===== config.mk =====
export PLATFORM = sky130hd
export DESIGN_NAME = tcpc_top
export DESIGN_NICKNAME = d
export VERILOG_FILES = /design/src/tcpc_pkg.sv /design/src/tcpc_channel.sv /design/src/tcpc_top.sv
export SDC_FILE = /design/constraint.sdc
export NUM_CORES = 1
export LEC_CHECK = 0
export ABC_CLOCK_PERIOD_IN_PS = 2900
export BUFFER_PORTS_ARGS = -buffer_cell sky130_fd_sc_hd__buf_2
export CAP_MARGIN = 20
export CORE_MARGIN = 1
export CORE_UTILIZATION = 58
export DETAILED_ROUTE_END_ITERATION = 8
export PLACE_DENSITY = 0.79
export REMOVE_ABC_BUFFERS = 1
export SLEW_MARGIN = 20
export SYNTH_ARGS = -nofsm -noshare
export SYNTH_HDL_FRONTEND = slang
export SYNTH_SLANG_ARGS = --single-unit

===== constraint.sdc =====
create_clock -name aclk -period 2.9 [get_ports aclk]
set_clock_uncertainty 0.05 [all_clocks]
set_input_delay 0.58 -clock aclk [delete_from_list [all_inputs] [get_ports aclk]]
set_output_delay 0.58 -clock aclk [all_outputs]
set_load 0.005 [all_outputs]

===== src/tcpc_pkg.sv =====
// Package of constants and types for the timer channel pin control block.
package tcpc_pkg;
   localparam int                NCH            = 2;
   localparam logic [7:0]        ADDR_STATUS    = 8'h00;
   localparam logic [7:0]        ADDR_COUNT     = 8'h04;
   localparam logic [7:0]        ADDR_MODULO    = 8'h08;
   localparam logic [7:0]        ADDR_CH0_CTRL  = 8'h0C;
   localparam logic [7:0]        ADDR_CH0_VAL   = 8'h10;
   localparam logic [7:0]        ADDR_CH1_CTRL  = 8'h14;
   localparam logic [7:0]        ADDR_CH1_VAL   = 8'h18;
   localparam logic [1:0]        RESP_OKAY      = 2'h0;
   localparam logic [1:0]        RESP_SLVERR    = 2'h2;
   localparam logic [15:0]       MODULO_RESET   = 16'hFFFF;
   localparam logic [7:0]        CTRL_RESET     = 8'h00;
   localparam int                SYNC_STAGES    = 2;
   // Channel control byte layout.
   localparam int                BIT_MAX        = 0;
   localparam int                BIT_TOV        = 1;
   localparam int                BIT_ELS_LO     = 2;
   localparam int                BIT_ELS_HI     = 3;
   localparam int                BIT_MS_LO      = 4;
   localparam int                BIT_MS_HI      = 5;
   localparam int                BIT_CAP_FLAG   = 7;
   // Status register bits.
   localparam int                BIT_STOP       = 5;
   localparam int                BIT_RESET_CNT  = 4;
   localparam int                BIT_OVF_FLAG   = 7;

   typedef struct packed {
      logic ms_hi;
      logic ms_lo;
      logic els_hi;
      logic els_lo;
      logic tov;
      logic max_duty;
   } tcpc_cfg_s;
endpackage : tcpc_pkg


===== src/tcpc_channel.sv =====
// One timer channel: capture, compare and pin drive.
`timescale 1ns/1ps
module tcpc_channel #(
   parameter bit BUFFER_OK = 1'b0
) (
   input  wire logic               aclk,
   input  wire logic               aresetn,
   input  wire tcpc_pkg::tcpc_cfg_s cfg,
   input  wire logic [15:0]        count,
   input  wire logic               count_en,
   input  wire logic               ovf,
   input  wire logic [15:0]        cmp_val,
   input  wire logic               pin_sync,
   input  wire logic               cfg_wr,
   output logic                    cap_evt,
   output logic                    pin_out,
   output logic                    pin_oe
);
   logic out_q;
   logic prev_q;
   logic max_act_q;
   logic connected;
   logic capture;
   logic compare;
   logic match;
   logic rise;
   logic fall;
   logic preset_lvl;
   logic cmp_lvl;

   assign connected  = cfg.els_hi | cfg.els_lo;
   assign capture    = connected & ~cfg.ms_hi & ~cfg.ms_lo;
   assign compare    = connected & (cfg.ms_lo | (cfg.ms_hi & BUFFER_OK));
   assign preset_lvl = ~cfg.ms_lo;
   assign match      = count_en & (count == cmp_val);
   assign rise       = pin_sync & ~prev_q;
   assign fall       = ~pin_sync & prev_q;
   assign cap_evt    = capture & ((cfg.els_lo & ~cfg.els_hi & rise) |
                                  (cfg.els_hi & ~cfg.els_lo & fall) |
                                  (cfg.els_hi & cfg.els_lo & (rise | fall)));
   assign cmp_lvl    = ({cfg.els_hi, cfg.els_lo} == 2'b01) ? ~out_q :
                       cfg.els_lo;
   assign pin_out    = (compare && max_act_q) ? 1'b1 : out_q;
   assign pin_oe     = compare;

   always_ff @(posedge aclk) begin
      if (!aresetn) begin
         out_q     <= 1'b0;
         prev_q    <= 1'b0;
         max_act_q <= 1'b0;
      end else begin
         prev_q <= pin_sync;
         if (!connected) begin
            out_q <= preset_lvl;
         end else if (compare && ovf && cfg.tov) begin
            out_q <= ~out_q;
         end else if (compare && match) begin
            out_q <= cmp_lvl;
         end
         if (ovf) begin
            max_act_q <= cfg.tov & cfg.max_duty;
         end
      end
   end

   pin_preset_a: assert property (@(posedge aclk) disable iff (!aresetn)
      !connected |=> out_q == $past(preset_lvl))
      else $error("preset level not applied");
   tov_prio_a: assert property (@(posedge aclk) disable iff (!aresetn)
      (compare && ovf && cfg.tov && connected && !cfg_wr) |=> out_q != $past(out_q))
      else $error("overflow toggle lost");
   cap_edge_a: assert property (@(posedge aclk) disable iff (!aresetn)
      cap_evt |-> capture && pin_sync != prev_q)
      else $error("capture without edge");
   gp_release_a: assert property (@(posedge aclk) disable iff (!aresetn)
      !connected |-> !pin_oe)
      else $error("pin driven while released");
   max_hold_a: assert property (@(posedge aclk) disable iff (!aresetn)
      !ovf |=> max_act_q == $past(max_act_q))
      else $error("max duty changed mid period");
endmodule : tcpc_channel


===== src/tcpc_top.sv =====
// Two-channel timer with AXI4-Lite registers and per-channel pin control.
`timescale 1ns/1ps
module tcpc_top (
   input  wire logic        aclk,
   input  wire logic        aresetn,
   input  wire logic        break_active,
   input  wire logic [7:0]  s_axi_awaddr,
   input  wire logic        s_axi_awvalid,
   output logic             s_axi_awready,
   input  wire logic [31:0] s_axi_wdata,
   input  wire logic [3:0]  s_axi_wstrb,
   input  wire logic        s_axi_wvalid,
   output logic             s_axi_wready,
   output logic [1:0]       s_axi_bresp,
   output logic             s_axi_bvalid,
   input  wire logic        s_axi_bready,
   input  wire logic [7:0]  s_axi_araddr,
   input  wire logic        s_axi_arvalid,
   output logic             s_axi_arready,
   output logic [31:0]      s_axi_rdata,
   output logic [1:0]       s_axi_rresp,
   output logic             s_axi_rvalid,
   input  wire logic        s_axi_rready,
   input  wire logic [1:0]  chan_pin_in,
   output logic [1:0]       chan_pin_out,
   output logic [1:0]       chan_pin_oe
);
   localparam int N = tcpc_pkg::NCH;

   logic [15:0] count_q;
   logic [15:0] modulo_q;
   logic [7:0]  status_q;
   logic [7:0]  ctrl_q   [N];
   logic [15:0] val_q    [N];
   logic [15:0] shadow_q [N];
   logic [N-1:0] sync1_q;
   logic [N-1:0] sync2_q;
   logic [N-1:0] cap_evt;
   logic [N-1:0] cfg_wr;
   logic        aw_q;
   logic        w_q;
   logic [7:0]  awaddr_q;
   logic [31:0] wdata_q;
   logic        count_en;
   logic        ovf;
   logic        do_wr;
   logic        wr_ok;
   logic [31:0] rd_mux;
   logic        rd_ok;
   logic        buffered;
   logic        buf_sel_q;
   logic [15:0] eff_val  [N];
   tcpc_pkg::tcpc_cfg_s cfg [N];

   assign count_en = ~break_active & ~status_q[tcpc_pkg::BIT_STOP];
   assign ovf      = count_en & (count_q == modulo_q);
   assign buffered = ctrl_q[0][tcpc_pkg::BIT_MS_HI];

   assign s_axi_awready = ~aw_q & ~s_axi_bvalid;
   assign s_axi_wready  = ~w_q & ~s_axi_bvalid;
   assign do_wr         = aw_q & w_q & ~s_axi_bvalid;
   assign s_axi_arready = ~s_axi_rvalid;
   assign wr_ok = awaddr_q inside {tcpc_pkg::ADDR_STATUS, tcpc_pkg::ADDR_COUNT,
                  tcpc_pkg::ADDR_MODULO, tcpc_pkg::ADDR_CH0_CTRL, tcpc_pkg::ADDR_CH0_VAL,
                  tcpc_pkg::ADDR_CH1_CTRL, tcpc_pkg::ADDR_CH1_VAL};
   assign rd_ok = s_axi_araddr inside {tcpc_pkg::ADDR_STATUS, tcpc_pkg::ADDR_COUNT,
                  tcpc_pkg::ADDR_MODULO, tcpc_pkg::ADDR_CH0_CTRL, tcpc_pkg::ADDR_CH0_VAL,
                  tcpc_pkg::ADDR_CH1_CTRL, tcpc_pkg::ADDR_CH1_VAL};

   always_comb begin
      case (s_axi_araddr)
         tcpc_pkg::ADDR_STATUS:   rd_mux = {24'h000000, status_q};
         tcpc_pkg::ADDR_COUNT:    rd_mux = {16'h0000, count_q};
         tcpc_pkg::ADDR_MODULO:   rd_mux = {16'h0000, modulo_q};
         tcpc_pkg::ADDR_CH0_CTRL: rd_mux = {24'h000000, ctrl_q[0]};
         tcpc_pkg::ADDR_CH0_VAL:  rd_mux = {16'h0000, val_q[0]};
         tcpc_pkg::ADDR_CH1_CTRL: rd_mux = {24'h000000, ctrl_q[1]};
         tcpc_pkg::ADDR_CH1_VAL:  rd_mux = {16'h0000, val_q[1]};
         default:                 rd_mux = 32'h00000000;
      endcase
   end

   // Buffered mode: both channel registers feed channel 0, swapped each overflow.
   assign eff_val[0] = shadow_q[0];
   assign eff_val[1] = val_q[1];

   // A select flop rather than a value compare, so that rewriting the active register or
   // equal values in both registers cannot break the alternation.
   always_ff @(posedge aclk) begin
      if (!aresetn || !buffered) begin
         buf_sel_q <= 1'b0;
      end else if (ovf) begin
         buf_sel_q <= ~buf_sel_q;
      end
   end

   always_ff @(posedge aclk) begin
      if (!aresetn) begin
         aw_q     <= 1'b0;
         w_q      <= 1'b0;
         awaddr_q <= 8'h00;
         wdata_q  <= 32'h00000000;
      end else begin
         if (s_axi_awvalid && s_axi_awready) begin
            aw_q     <= 1'b1;
            awaddr_q <= s_axi_awaddr;
         end else if (do_wr) begin
            aw_q <= 1'b0;
         end
         if (s_axi_wvalid && s_axi_wready) begin
            w_q     <= 1'b1;
            wdata_q <= s_axi_wdata;
         end else if (do_wr) begin
            w_q <= 1'b0;
         end
      end
   end

   always_ff @(posedge aclk) begin
      if (!aresetn) begin
         s_axi_bvalid <= 1'b0;
         s_axi_bresp  <= tcpc_pkg::RESP_OKAY;
         s_axi_rvalid <= 1'b0;
         s_axi_rresp  <= tcpc_pkg::RESP_OKAY;
         s_axi_rdata  <= 32'h00000000;
      end else begin
         if (do_wr) begin
            s_axi_bvalid <= 1'b1;
            s_axi_bresp  <= wr_ok ? tcpc_pkg::RESP_OKAY : tcpc_pkg::RESP_SLVERR;
         end else if (s_axi_bready) begin
            s_axi_bvalid <= 1'b0;
         end
         if (s_axi_arvalid && s_axi_arready) begin
            s_axi_rvalid <= 1'b1;
            s_axi_rdata  <= rd_mux;
            s_axi_rresp  <= rd_ok ? tcpc_pkg::RESP_OKAY : tcpc_pkg::RESP_SLVERR;
         end else if (s_axi_rready) begin
            s_axi_rvalid <= 1'b0;
         end
      end
   end

   always_ff @(posedge aclk) begin
      if (!aresetn) begin
         count_q  <= 16'h0000;
         modulo_q <= tcpc_pkg::MODULO_RESET;
         status_q <= 8'h00;
      end else begin
         if (do_wr && awaddr_q == tcpc_pkg::ADDR_COUNT && s_axi_wstrb[0]) begin
            count_q <= 16'h0000;
         end else if (ovf) begin
            count_q <= 16'h0000;
         end else if (count_en) begin
            count_q <= count_q + 16'h0001;
         end
         if (do_wr && awaddr_q == tcpc_pkg::ADDR_MODULO) begin
            modulo_q <= wdata_q[15:0];
         end
         if (ovf) begin
            status_q[tcpc_pkg::BIT_OVF_FLAG] <= 1'b1;
         end else if (do_wr && awaddr_q == tcpc_pkg::ADDR_STATUS &&
                      !wdata_q[tcpc_pkg::BIT_OVF_FLAG]) begin
            status_q[tcpc_pkg::BIT_OVF_FLAG] <= 1'b0;
         end
         if (do_wr && awaddr_q == tcpc_pkg::ADDR_STATUS) begin
            status_q[tcpc_pkg::BIT_STOP] <= wdata_q[tcpc_pkg::BIT_STOP];
         end
      end
   end

   // Two-stage synchroniser for the external pins.
   always_ff @(posedge aclk) begin
      if (!aresetn) begin
         sync1_q <= '0;
         sync2_q <= '0;
      end else begin
         sync1_q <= chan_pin_in;
         sync2_q <= sync1_q;
      end
   end

   genvar gi;
   generate
      for (gi = 0; gi < N; gi++) begin : g_ch
         localparam logic [7:0] CA = (gi == 0) ? tcpc_pkg::ADDR_CH0_CTRL :
                                                 tcpc_pkg::ADDR_CH1_CTRL;
         localparam logic [7:0] VA = (gi == 0) ? tcpc_pkg::ADDR_CH0_VAL :
                                                 tcpc_pkg::ADDR_CH1_VAL;
         assign cfg_wr[gi] = do_wr && awaddr_q == CA;
         assign cfg[gi] = '{ms_hi:    ctrl_q[gi][tcpc_pkg::BIT_MS_HI],
                            ms_lo:    ctrl_q[gi][tcpc_pkg::BIT_MS_LO],
                            els_hi:   ctrl_q[gi][tcpc_pkg::BIT_ELS_HI],
                            els_lo:   ctrl_q[gi][tcpc_pkg::BIT_ELS_LO],
                            tov:      ctrl_q[gi][tcpc_pkg::BIT_TOV],
                            max_duty: ctrl_q[gi][tcpc_pkg::BIT_MAX]};

         always_ff @(posedge aclk) begin
            if (!aresetn) begin
               ctrl_q[gi]   <= tcpc_pkg::CTRL_RESET;
               val_q[gi]    <= 16'h0000;
               shadow_q[gi] <= 16'h0000;
            end else begin
               if (cap_evt[gi]) begin
                  ctrl_q[gi][tcpc_pkg::BIT_CAP_FLAG] <= 1'b1;
               end else if (cfg_wr[gi] && !wdata_q[tcpc_pkg::BIT_CAP_FLAG]) begin
                  ctrl_q[gi][tcpc_pkg::BIT_CAP_FLAG] <= 1'b0;
               end
               if (cfg_wr[gi]) begin
                  ctrl_q[gi][5:0] <= wdata_q[5:0];
               end
               if (cap_evt[gi]) begin
                  val_q[gi] <= count_q;
               end else if (do_wr && awaddr_q == VA) begin
                  val_q[gi] <= wdata_q[15:0];
               end
               if (!buffered || gi != 0) begin
                  shadow_q[gi] <= val_q[gi];
               end else if (ovf) begin
                  shadow_q[gi] <= buf_sel_q ? val_q[0] : val_q[1];
               end
            end
         end

         tcpc_channel #(
            .BUFFER_OK (gi == 0)
         ) u_ch (
            .aclk     (aclk),
            .aresetn  (aresetn),
            .cfg      (cfg[gi]),
            .count    (count_q),
            .count_en (count_en),
            .ovf      (ovf),
            .cmp_val  (eff_val[gi]),
            .pin_sync (sync2_q[gi]),
            .cfg_wr   (cfg_wr[gi]),
            .cap_evt  (cap_evt[gi]),
            .pin_out  (chan_pin_out[gi]),
            .pin_oe   (chan_pin_oe[gi])
         );
      end
   endgenerate

   break_halt_a: assert property (@(posedge aclk) disable iff (!aresetn)
      (break_active && !(do_wr && awaddr_q == tcpc_pkg::ADDR_COUNT)) |=> $stable(count_q))
      else $error("counter moved during break");
   els_reset_a: assert property (@(posedge aclk)
      !aresetn |=> ctrl_q[0][3:2] == 2'b00 && ctrl_q[1][3:2] == 2'b00)
      else $error("edge bits not cleared by reset");
   ovf_wrap_a: assert property (@(posedge aclk) disable iff (!aresetn)
      (ovf && !(do_wr && awaddr_q == tcpc_pkg::ADDR_COUNT)) |=> count_q == 16'h0000)
      else $error("counter did not wrap at modulo");
endmodule : tcpc_top


==> impl_metrics.env, run 1 <==
export IMPL_tns_ns=0
export IMPL_syn2layout_area_growth_pct=12.94
export IMPL_antenna_found_initial=0
export IMPL_p_leak_uw=0.003404
export IMPL_synth_ff_type="dfxtp_1"
export IMPL_syn_cell_area_mm2=0.007639
export IMPL_place_congestion=0.9355
export IMPL_slowest_stage="nand2b_1"
export IMPL_antenna_diode_count=0
export IMPL_cts_hold_buf=0
export IMPL_dp_cells=1006
export IMPL_grt_usage=0.3102
export IMPL_clock_latency_ns=0.43
export IMPL_finalSetupViolCount=0
export IMPL_synth_common_cells="133 x nand2_1, 91 x dfxtp_1, 62 x edfxtp_1, 59 x nor2_1, 53 x a21oi_1"
export IMPL_row_count=41
export IMPL_grt_pass1_wl_mm=30.84
export IMPL_cts_buffers=17
export IMPL_vias=6275
export IMPL_synth_area_leaders="edfxtp_1 24%, dfxtp_1 24%, nand2_1 6.5%, xnor2_1 4.2%, a21oi_1 3.5%"
export IMPL_first_iter_violations=897
export IMPL_clkPwrFrac=0.450
export IMPL_hp_class="input pin to flop"
export IMPL_synth_largest_area_cell="edfxtp_1"
export IMPL_maxCapViolations=0
export IMPL_htreeDepth=4
export IMPL_routed_wl_mm=20.10
export IMPL_fin_crit_ns=2.631
export IMPL_cts_setup_buffers=0
export IMPL_synth_seq_area_share=0.4822
export IMPL_ant_nets=0
export IMPL_slew_limit_headroom=0.4028
export IMPL_min_to="sync1_q[1]$_SDFF_PN0_"
export IMPL_status="finished, final reports clean"
export IMPL_synth_top_cell_area_share=0.2437
export IMPL_synth_area_per_cell_um2=9.596
export IMPL_clock_sinks=153
export IMPL_drive_gt1_frac=0.1813
export IMPL_netSwitchingFraction=0.2269
export IMPL_critPathCaptureType="flop"
export IMPL_grt_max_degree=72
export IMPL_die_h_um=116.8
export IMPL_drv_slew=0
export IMPL_switchingPower_uw=1127
export IMPL_rsz0062_at_grt="false"
export IMPL_cp_arrival_ns=2.56
export IMPL_cts_tree="built"
export IMPL_cp_start_kind="flop"
export IMPL_fmax_mhz=380.1
export IMPL_seqPwrFrac=0.482
export IMPL_worst_pin_slew_ns=0.8958
export IMPL_drt_pass1_iterations=7
export IMPL_synth_edf_count=62
export IMPL_ys_seq_elements=153
export IMPL_min_delay_start="chan_pin_in[1]"
export IMPL_start_util=0.6004
export IMPL_crit_required_ns=2.83
export IMPL_r2r_start="g_ch[1].u_ch.prev_q$_SDFF_PN0_"
export IMPL_powerDensity_mw_per_mm2=575.8
export IMPL_critPathKind="flop to flop"
export IMPL_synth_distinct_cells=59
export IMPL_grt_pass1_vias=5785
export IMPL_cts_reportedPaths_clkPinSlew_ns=0.06
export IMPL_clock_path_buffers=2
export IMPL_cts_root_buf="clkbuf_16"
export IMPL_wl_per_cell_um=19.36
export IMPL_die_width_um=116.8
export IMPL_hold_violations=0
export IMPL_yosys_cell_count_top_type="nand2_1"
export IMPL_syn_inst=796
export IMPL_portBuffers=69
export IMPL_nets=920
export IMPL_route_detailed_drc=0
export IMPL_reg2reg_depth=8
export IMPL_overflow=0
export IMPL_dieArea_mm2=0.01363
export IMPL_power_total_uw=4967
export IMPL_r2r_setup_slack_ns=0.27
export IMPL_cts_repair_resized=0
export IMPL_stdcell_count=1038
export IMPL_p_int_uw=3840
export IMPL_io_pins=107
export IMPL_vdd_ir_drop_max_mv=0.3733
export IMPL_hold_depth=2
export IMPL_core_mm2=0.01272
export IMPL_yosys_warnings=0
export IMPL_power_frac_comb=0.068
export IMPL_finalCritPeriodShare=0.9072
export IMPL_viasPerCell=6.045
export IMPL_cp_max_fo=16
export IMPL_r2r_end="val_q[1][6]$_SDFFCE_PN0P_"
export IMPL_dp_final_hpwl_mm=14.04
export IMPL_path_cells="inv_1, ha_1, nand2_1, o211ai_1, a211oi_1, nor2_1, and4_1, nand2b_1"
export IMPL_async_reset_ff_frac=0
export IMPL_critical_path_max_stage_delay_ns=0.56
## power groups by stage
stage / clock, µW / combinational, µW / sequential, µW
2_1_floorplan: 0 / 196 / 2410
3_3_place_gp: 0 / 320 / 2430
3_5_place_dp: 0 / 330 / 2440
4_1_cts: 2240 / 334 / 2390
5_1_grt: 2340 / 370 / 2400
6_report: 2230 / 337 / 2400
## how the worst max path moves through the flow
stage                                         startpoint  slack (ns)                         end
after floorplan                                  aresetn        0.36   val_q[1][0]$_SDFFCE_PN0P_
after global placement          awaddr_q[6]$_SDFFE_PN0P_        0.20       val_q[0][5]$_DFFE_PP_
after detailed placement  g_ch[1].u_ch.prev_q$_SDFF_PN0_        0.30   val_q[1][8]$_SDFFCE_PN0P_
after CTS                 g_ch[1].u_ch.prev_q$_SDFF_PN0_        0.28   val_q[1][8]$_SDFFCE_PN0P_
after global routing      g_ch[1].u_ch.prev_q$_SDFF_PN0_        0.12  val_q[1][15]$_SDFFCE_PN0P_
final                     g_ch[1].u_ch.prev_q$_SDFF_PN0_        0.27   val_q[1][6]$_SDFFCE_PN0P_
## kinds of logic after synthesis
group,share of synthesized area
DFF,0.4822
xor gates and xnor gates,0.07338
AOI/OAI and AO/OA,0.1397
adders and majority gates,0.008190
muxes,0.03767
buffers and inverters,0.06617
other,0.0004909
and+or+nand+nor,0.1921
## per-layer routing
metal  part of all wire  global-route usage  vias to the layer above
met5                  0                   0                        -
met2               0.46              0.4836                      381
met1               0.40              0.4102                     2966
li1                   -                   -                     2871
met4              0.033              0.1392                        0
met3               0.10             0.07525                       57
## layout by cell type, fill, tap and decap left out, types with 23 or more instances in the layout
cell type / Yosys / routed
nand3_1: 29 / 29
a21oi_1: 53 / 53
nor2_1: 59 / 59
dfxtp_1: 91 / 91
a22o_1: 30 / 30
xnor2_1: 37 / 37
and2_1: 23 / 23
xor2_1: 27 / 27
buf_2: 17 / 69
a22oi_1: 24 / 24
edfxtp_1: 62 / 62
nand2_1: 133 / 133
buf_4: 24 / 30
## layout make-up
class	count	area (µm²)
fillers	1008	4095
inverters	13	48.80
clock buffers	23	469.2
multi-input cells	569	3520
flip-flops and latches	153	3684
well taps	172	215.2
clock inverters	9	120.1
repair buffers	99	570.5
## worst max-delay path: cells and delay by family (launching register included)
kind / cells / cell delay [ns]
flops: 1 / 0.35
fa+ha+maj: 1 / 0.29
buf+inv: 1 / 0.06
simple gates: 4 / 0.98
compound gates: 2 / 0.46
## per-stage QoR
stage          hold WS (ns)    util  setup WS, ns  area (µm²)
2_1_floorplan        0.3618       -        0.3615        7246
3_3_place_gp         0.3636  0.6313        0.2006        8031
3_5_place_dp         0.3715  0.6318        0.2991        8038
4_1_cts              0.3049  0.6781        0.2776        8627
5_1_grt              0.3180  0.6781        0.1200        8627
6_report             0.3102  0.6781        0.2691        8627
## flip-flops by register name, indices dropped and copies added, names as in the netlist, 2 cells and up
name                 cells
sync2_q                  2
g_ch.u_ch.max_act_q      2
modulo_q                16
g_ch.u_ch.out_q          2
count_q                 16
shadow_q                16
s_axi_rdata             16
wdata_q                 16
val_q                   32
sync1_q                  2
ctrl_q                  14
status_q                 2
awaddr_q                 8
g_ch.u_ch.prev_q         2
Power figures use the tool's default switching activity.
==> run 2: changes to the inputs <==
--- a/config.mk
+++ b/config.mk
@@ -9,9 +9,9 @@
 export BUFFER_PORTS_ARGS = -buffer_cell sky130_fd_sc_hd__buf_2
 export CAP_MARGIN = 20
 export CORE_MARGIN = 1
-export CORE_UTILIZATION = 58
+export CORE_UTILIZATION = 30
 export DETAILED_ROUTE_END_ITERATION = 8
-export PLACE_DENSITY = 0.79
+export PLACE_DENSITY = 0.45
 export REMOVE_ABC_BUFFERS = 1
 export SLEW_MARGIN = 20
 export SYNTH_ARGS = -nofsm -noshare
==> impl_metrics.env, run 2 (synthesized netlist as in run 1, its figures left out) <==
export IMPL_crit_required_ns=2.97
export IMPL_cp_start_kind="flop"
export IMPL_grt_pass1_wl_mm=35.07
export IMPL_nFillCells=2629
export IMPL_cts_reportedPaths_clkPinSlew_ns=0.06
export IMPL_cts_setup_buffers=0
export IMPL_drv_slew=0
export IMPL_fmax_mhz=423.0
export IMPL_top_layer="met4"
export IMPL_finalCritPeriodShare=0.8151
export IMPL_tns_ns=0
export IMPL_seqPwrFrac=0.480
export IMPL_slowest_stage="or3_1"
export IMPL_vias=5970
export IMPL_cts_buffers=17
export IMPL_wl_per_cell_um=18.83
export IMPL_routed_wl_mm=22.73
export IMPL_worst_pin_slew_ns=0.8211
export IMPL_drive_gt1_frac=0.1961
export IMPL_clock_path_buffers=2
export IMPL_syn2layout_area_growth_pct=16.86
export IMPL_core_mm2=0.02511
export IMPL_cts_tree="built"
export IMPL_cts_hold_buf=0
export IMPL_route_met2_wl_mm=9.524
export IMPL_clock_latency_ns=0.43
export IMPL_critical_path_top_delay_family="simple AND/OR/NAND/NOR gates"
export IMPL_grt_usage=0.1811
export IMPL_start_util=0.3042
export IMPL_placed_cell_area_mm2=0.008324
export IMPL_portBuffers=69
export IMPL_critPathKind="flop to flop"
export IMPL_place_congestion=0.8169
export IMPL_fin_crit_ns=2.364
export IMPL_cp_max_fo=17
export IMPL_powerDensity_mw_per_mm2=560.3
export IMPL_viasPerCell=4.946
export IMPL_nets=931
export IMPL_antenna_diode_count=0
export IMPL_fin_area_mm2=0.008926
export IMPL_htreeDepth=4
export IMPL_p_leak_uw=0.003464
export IMPL_antenna_found_initial=0
export IMPL_worst_path_buf_inv=3
export IMPL_finalSetupViolCount=0
export IMPL_rsz0062_at_grt="false"
export IMPL_cts_repair_resized=0
export IMPL_switchingPower_uw=1236
export IMPL_grt_pass1_vias=5797
export IMPL_dp_final_hpwl_mm=16.55
export IMPL_die_width_um=161.6
export IMPL_slew_limit_headroom=0.4526
export IMPL_power_total_uw=5002
export IMPL_route_detailed_drc=0
export IMPL_die_h_um=161.6
export IMPL_cp_arrival_ns=2.44
export IMPL_ant_nets=0
export IMPL_critical_path_max_stage_delay_ns=0.47
export IMPL_final_cell_mix="133 x nand2_1, 91 x dfxtp_1, 69 x buf_2, 62 x edfxtp_1, 59 x nor2_1"
export IMPL_largest_reg_flops=32
export IMPL_clkPwrFrac=0.451
export IMPL_final_common_cell="nand2_1"
export IMPL_io_pins=107
export IMPL_power_frac_comb=0.070
export IMPL_status="finished, final reports clean"
export IMPL_wl_met3_mm=1.368
export IMPL_drt_pass1_iterations=5
export IMPL_hold_violations=0
export IMPL_netSwitchingFraction=0.2472
export IMPL_clock_sinks=153
export IMPL_regMostFlops="val_q"
export IMPL_cp_common_cell="buf_4"
export IMPL_met1_length_mm=11.47
export IMPL_grt_max_degree=70
export IMPL_dieArea_mm2=0.02610
export IMPL_row_count=58
export IMPL_hp_class="input pin to flop"
export IMPL_p_int_uw=3765
export IMPL_cts_root_buf="clkbuf_16"
export IMPL_vdd_ir_drop_max_mv=0.3146
export IMPL_r2r_setup_slack_ns=0.54
export IMPL_maxCapViolations=0
export IMPL_critPathCaptureType="flop"
export IMPL_overflow=0
export IMPL_first_iter_violations=408
export IMPL_path_cells="or3_1, nor4_4, buf_4, and4_1, buf_4, nand2b_1, buf_4"
==> run 2: cell types whose count changed in the layout (fill, tap and decap cells not counted), sizes merged <==
cell	delta
inv	+3
clkinvlp	+2
buf	+11
clkinv	-1
clkbuf	-2
bufinv	-2
==> run 2: power groups by stage <==
stage	logic, µW	clock network (µW)	registers (µW)
6_report	348	2250	2400
5_1_grt	390	2400	2410
4_1_cts	353	2310	2400
3_5_place_dp	351	0	2450
3_3_place_gp	353	0	2450
2_1_floorplan	196	0	2410
==> run 2: final timing paths <==
check,startpoint,cells past startpoint,to
worst max-delay path,s_axi_bvalid$_SDFFE_PN0P_,7,val_q[1][4]$_SDFFCE_PN0P_
worst min-delay path,chan_pin_in[0],2,sync1_q[0]$_SDFF_PN0_
worst max register to register,s_axi_bvalid$_SDFFE_PN0P_,7,val_q[1][4]$_SDFFCE_PN0P_
worst min register to register,sync1_q[1]$_SDFF_PN0_,1,sync2_q[1]$_SDFF_PN0_
==> run 2: layout make-up <==
type | count | area (µm²) | share of cell area
clock buffers | 21 | 493.0 | 0.05523
clock inverters | 11 | 108.9 | 0.01220
inverters | 13 | 48.80 | 0.005467
multi-input cells | 569 | 3513 | 0.3936
flip-flops and latches | 153 | 3684 | 0.4127
well taps | 330 | 412.9 | 0.04626
repair buffers | 110 | 665.6 | 0.07457
==> run 2: metrics by stage <==
step,std cells,hold WS [ns],setup WS [ns],utilization
2_1_floorplan,735,0.3618,0.3615,-
3_3_place_gp,1174,0.3651,0.3240,0.3312
3_5_place_dp,1175,0.3669,0.3268,0.3315
4_1_cts,1207,0.2979,0.4944,0.3555
5_1_grt,1207,0.3189,0.3767,0.3555
6_report,1207,0.3087,0.5362,0.3555
==> run 2: layer usage <==
layer,vias up,global-route usage
met5,-,0
met4,0,0.05660
met3,20,0.03390
met2,206,0.2645
met1,2851,0.2668
li1,2893,-
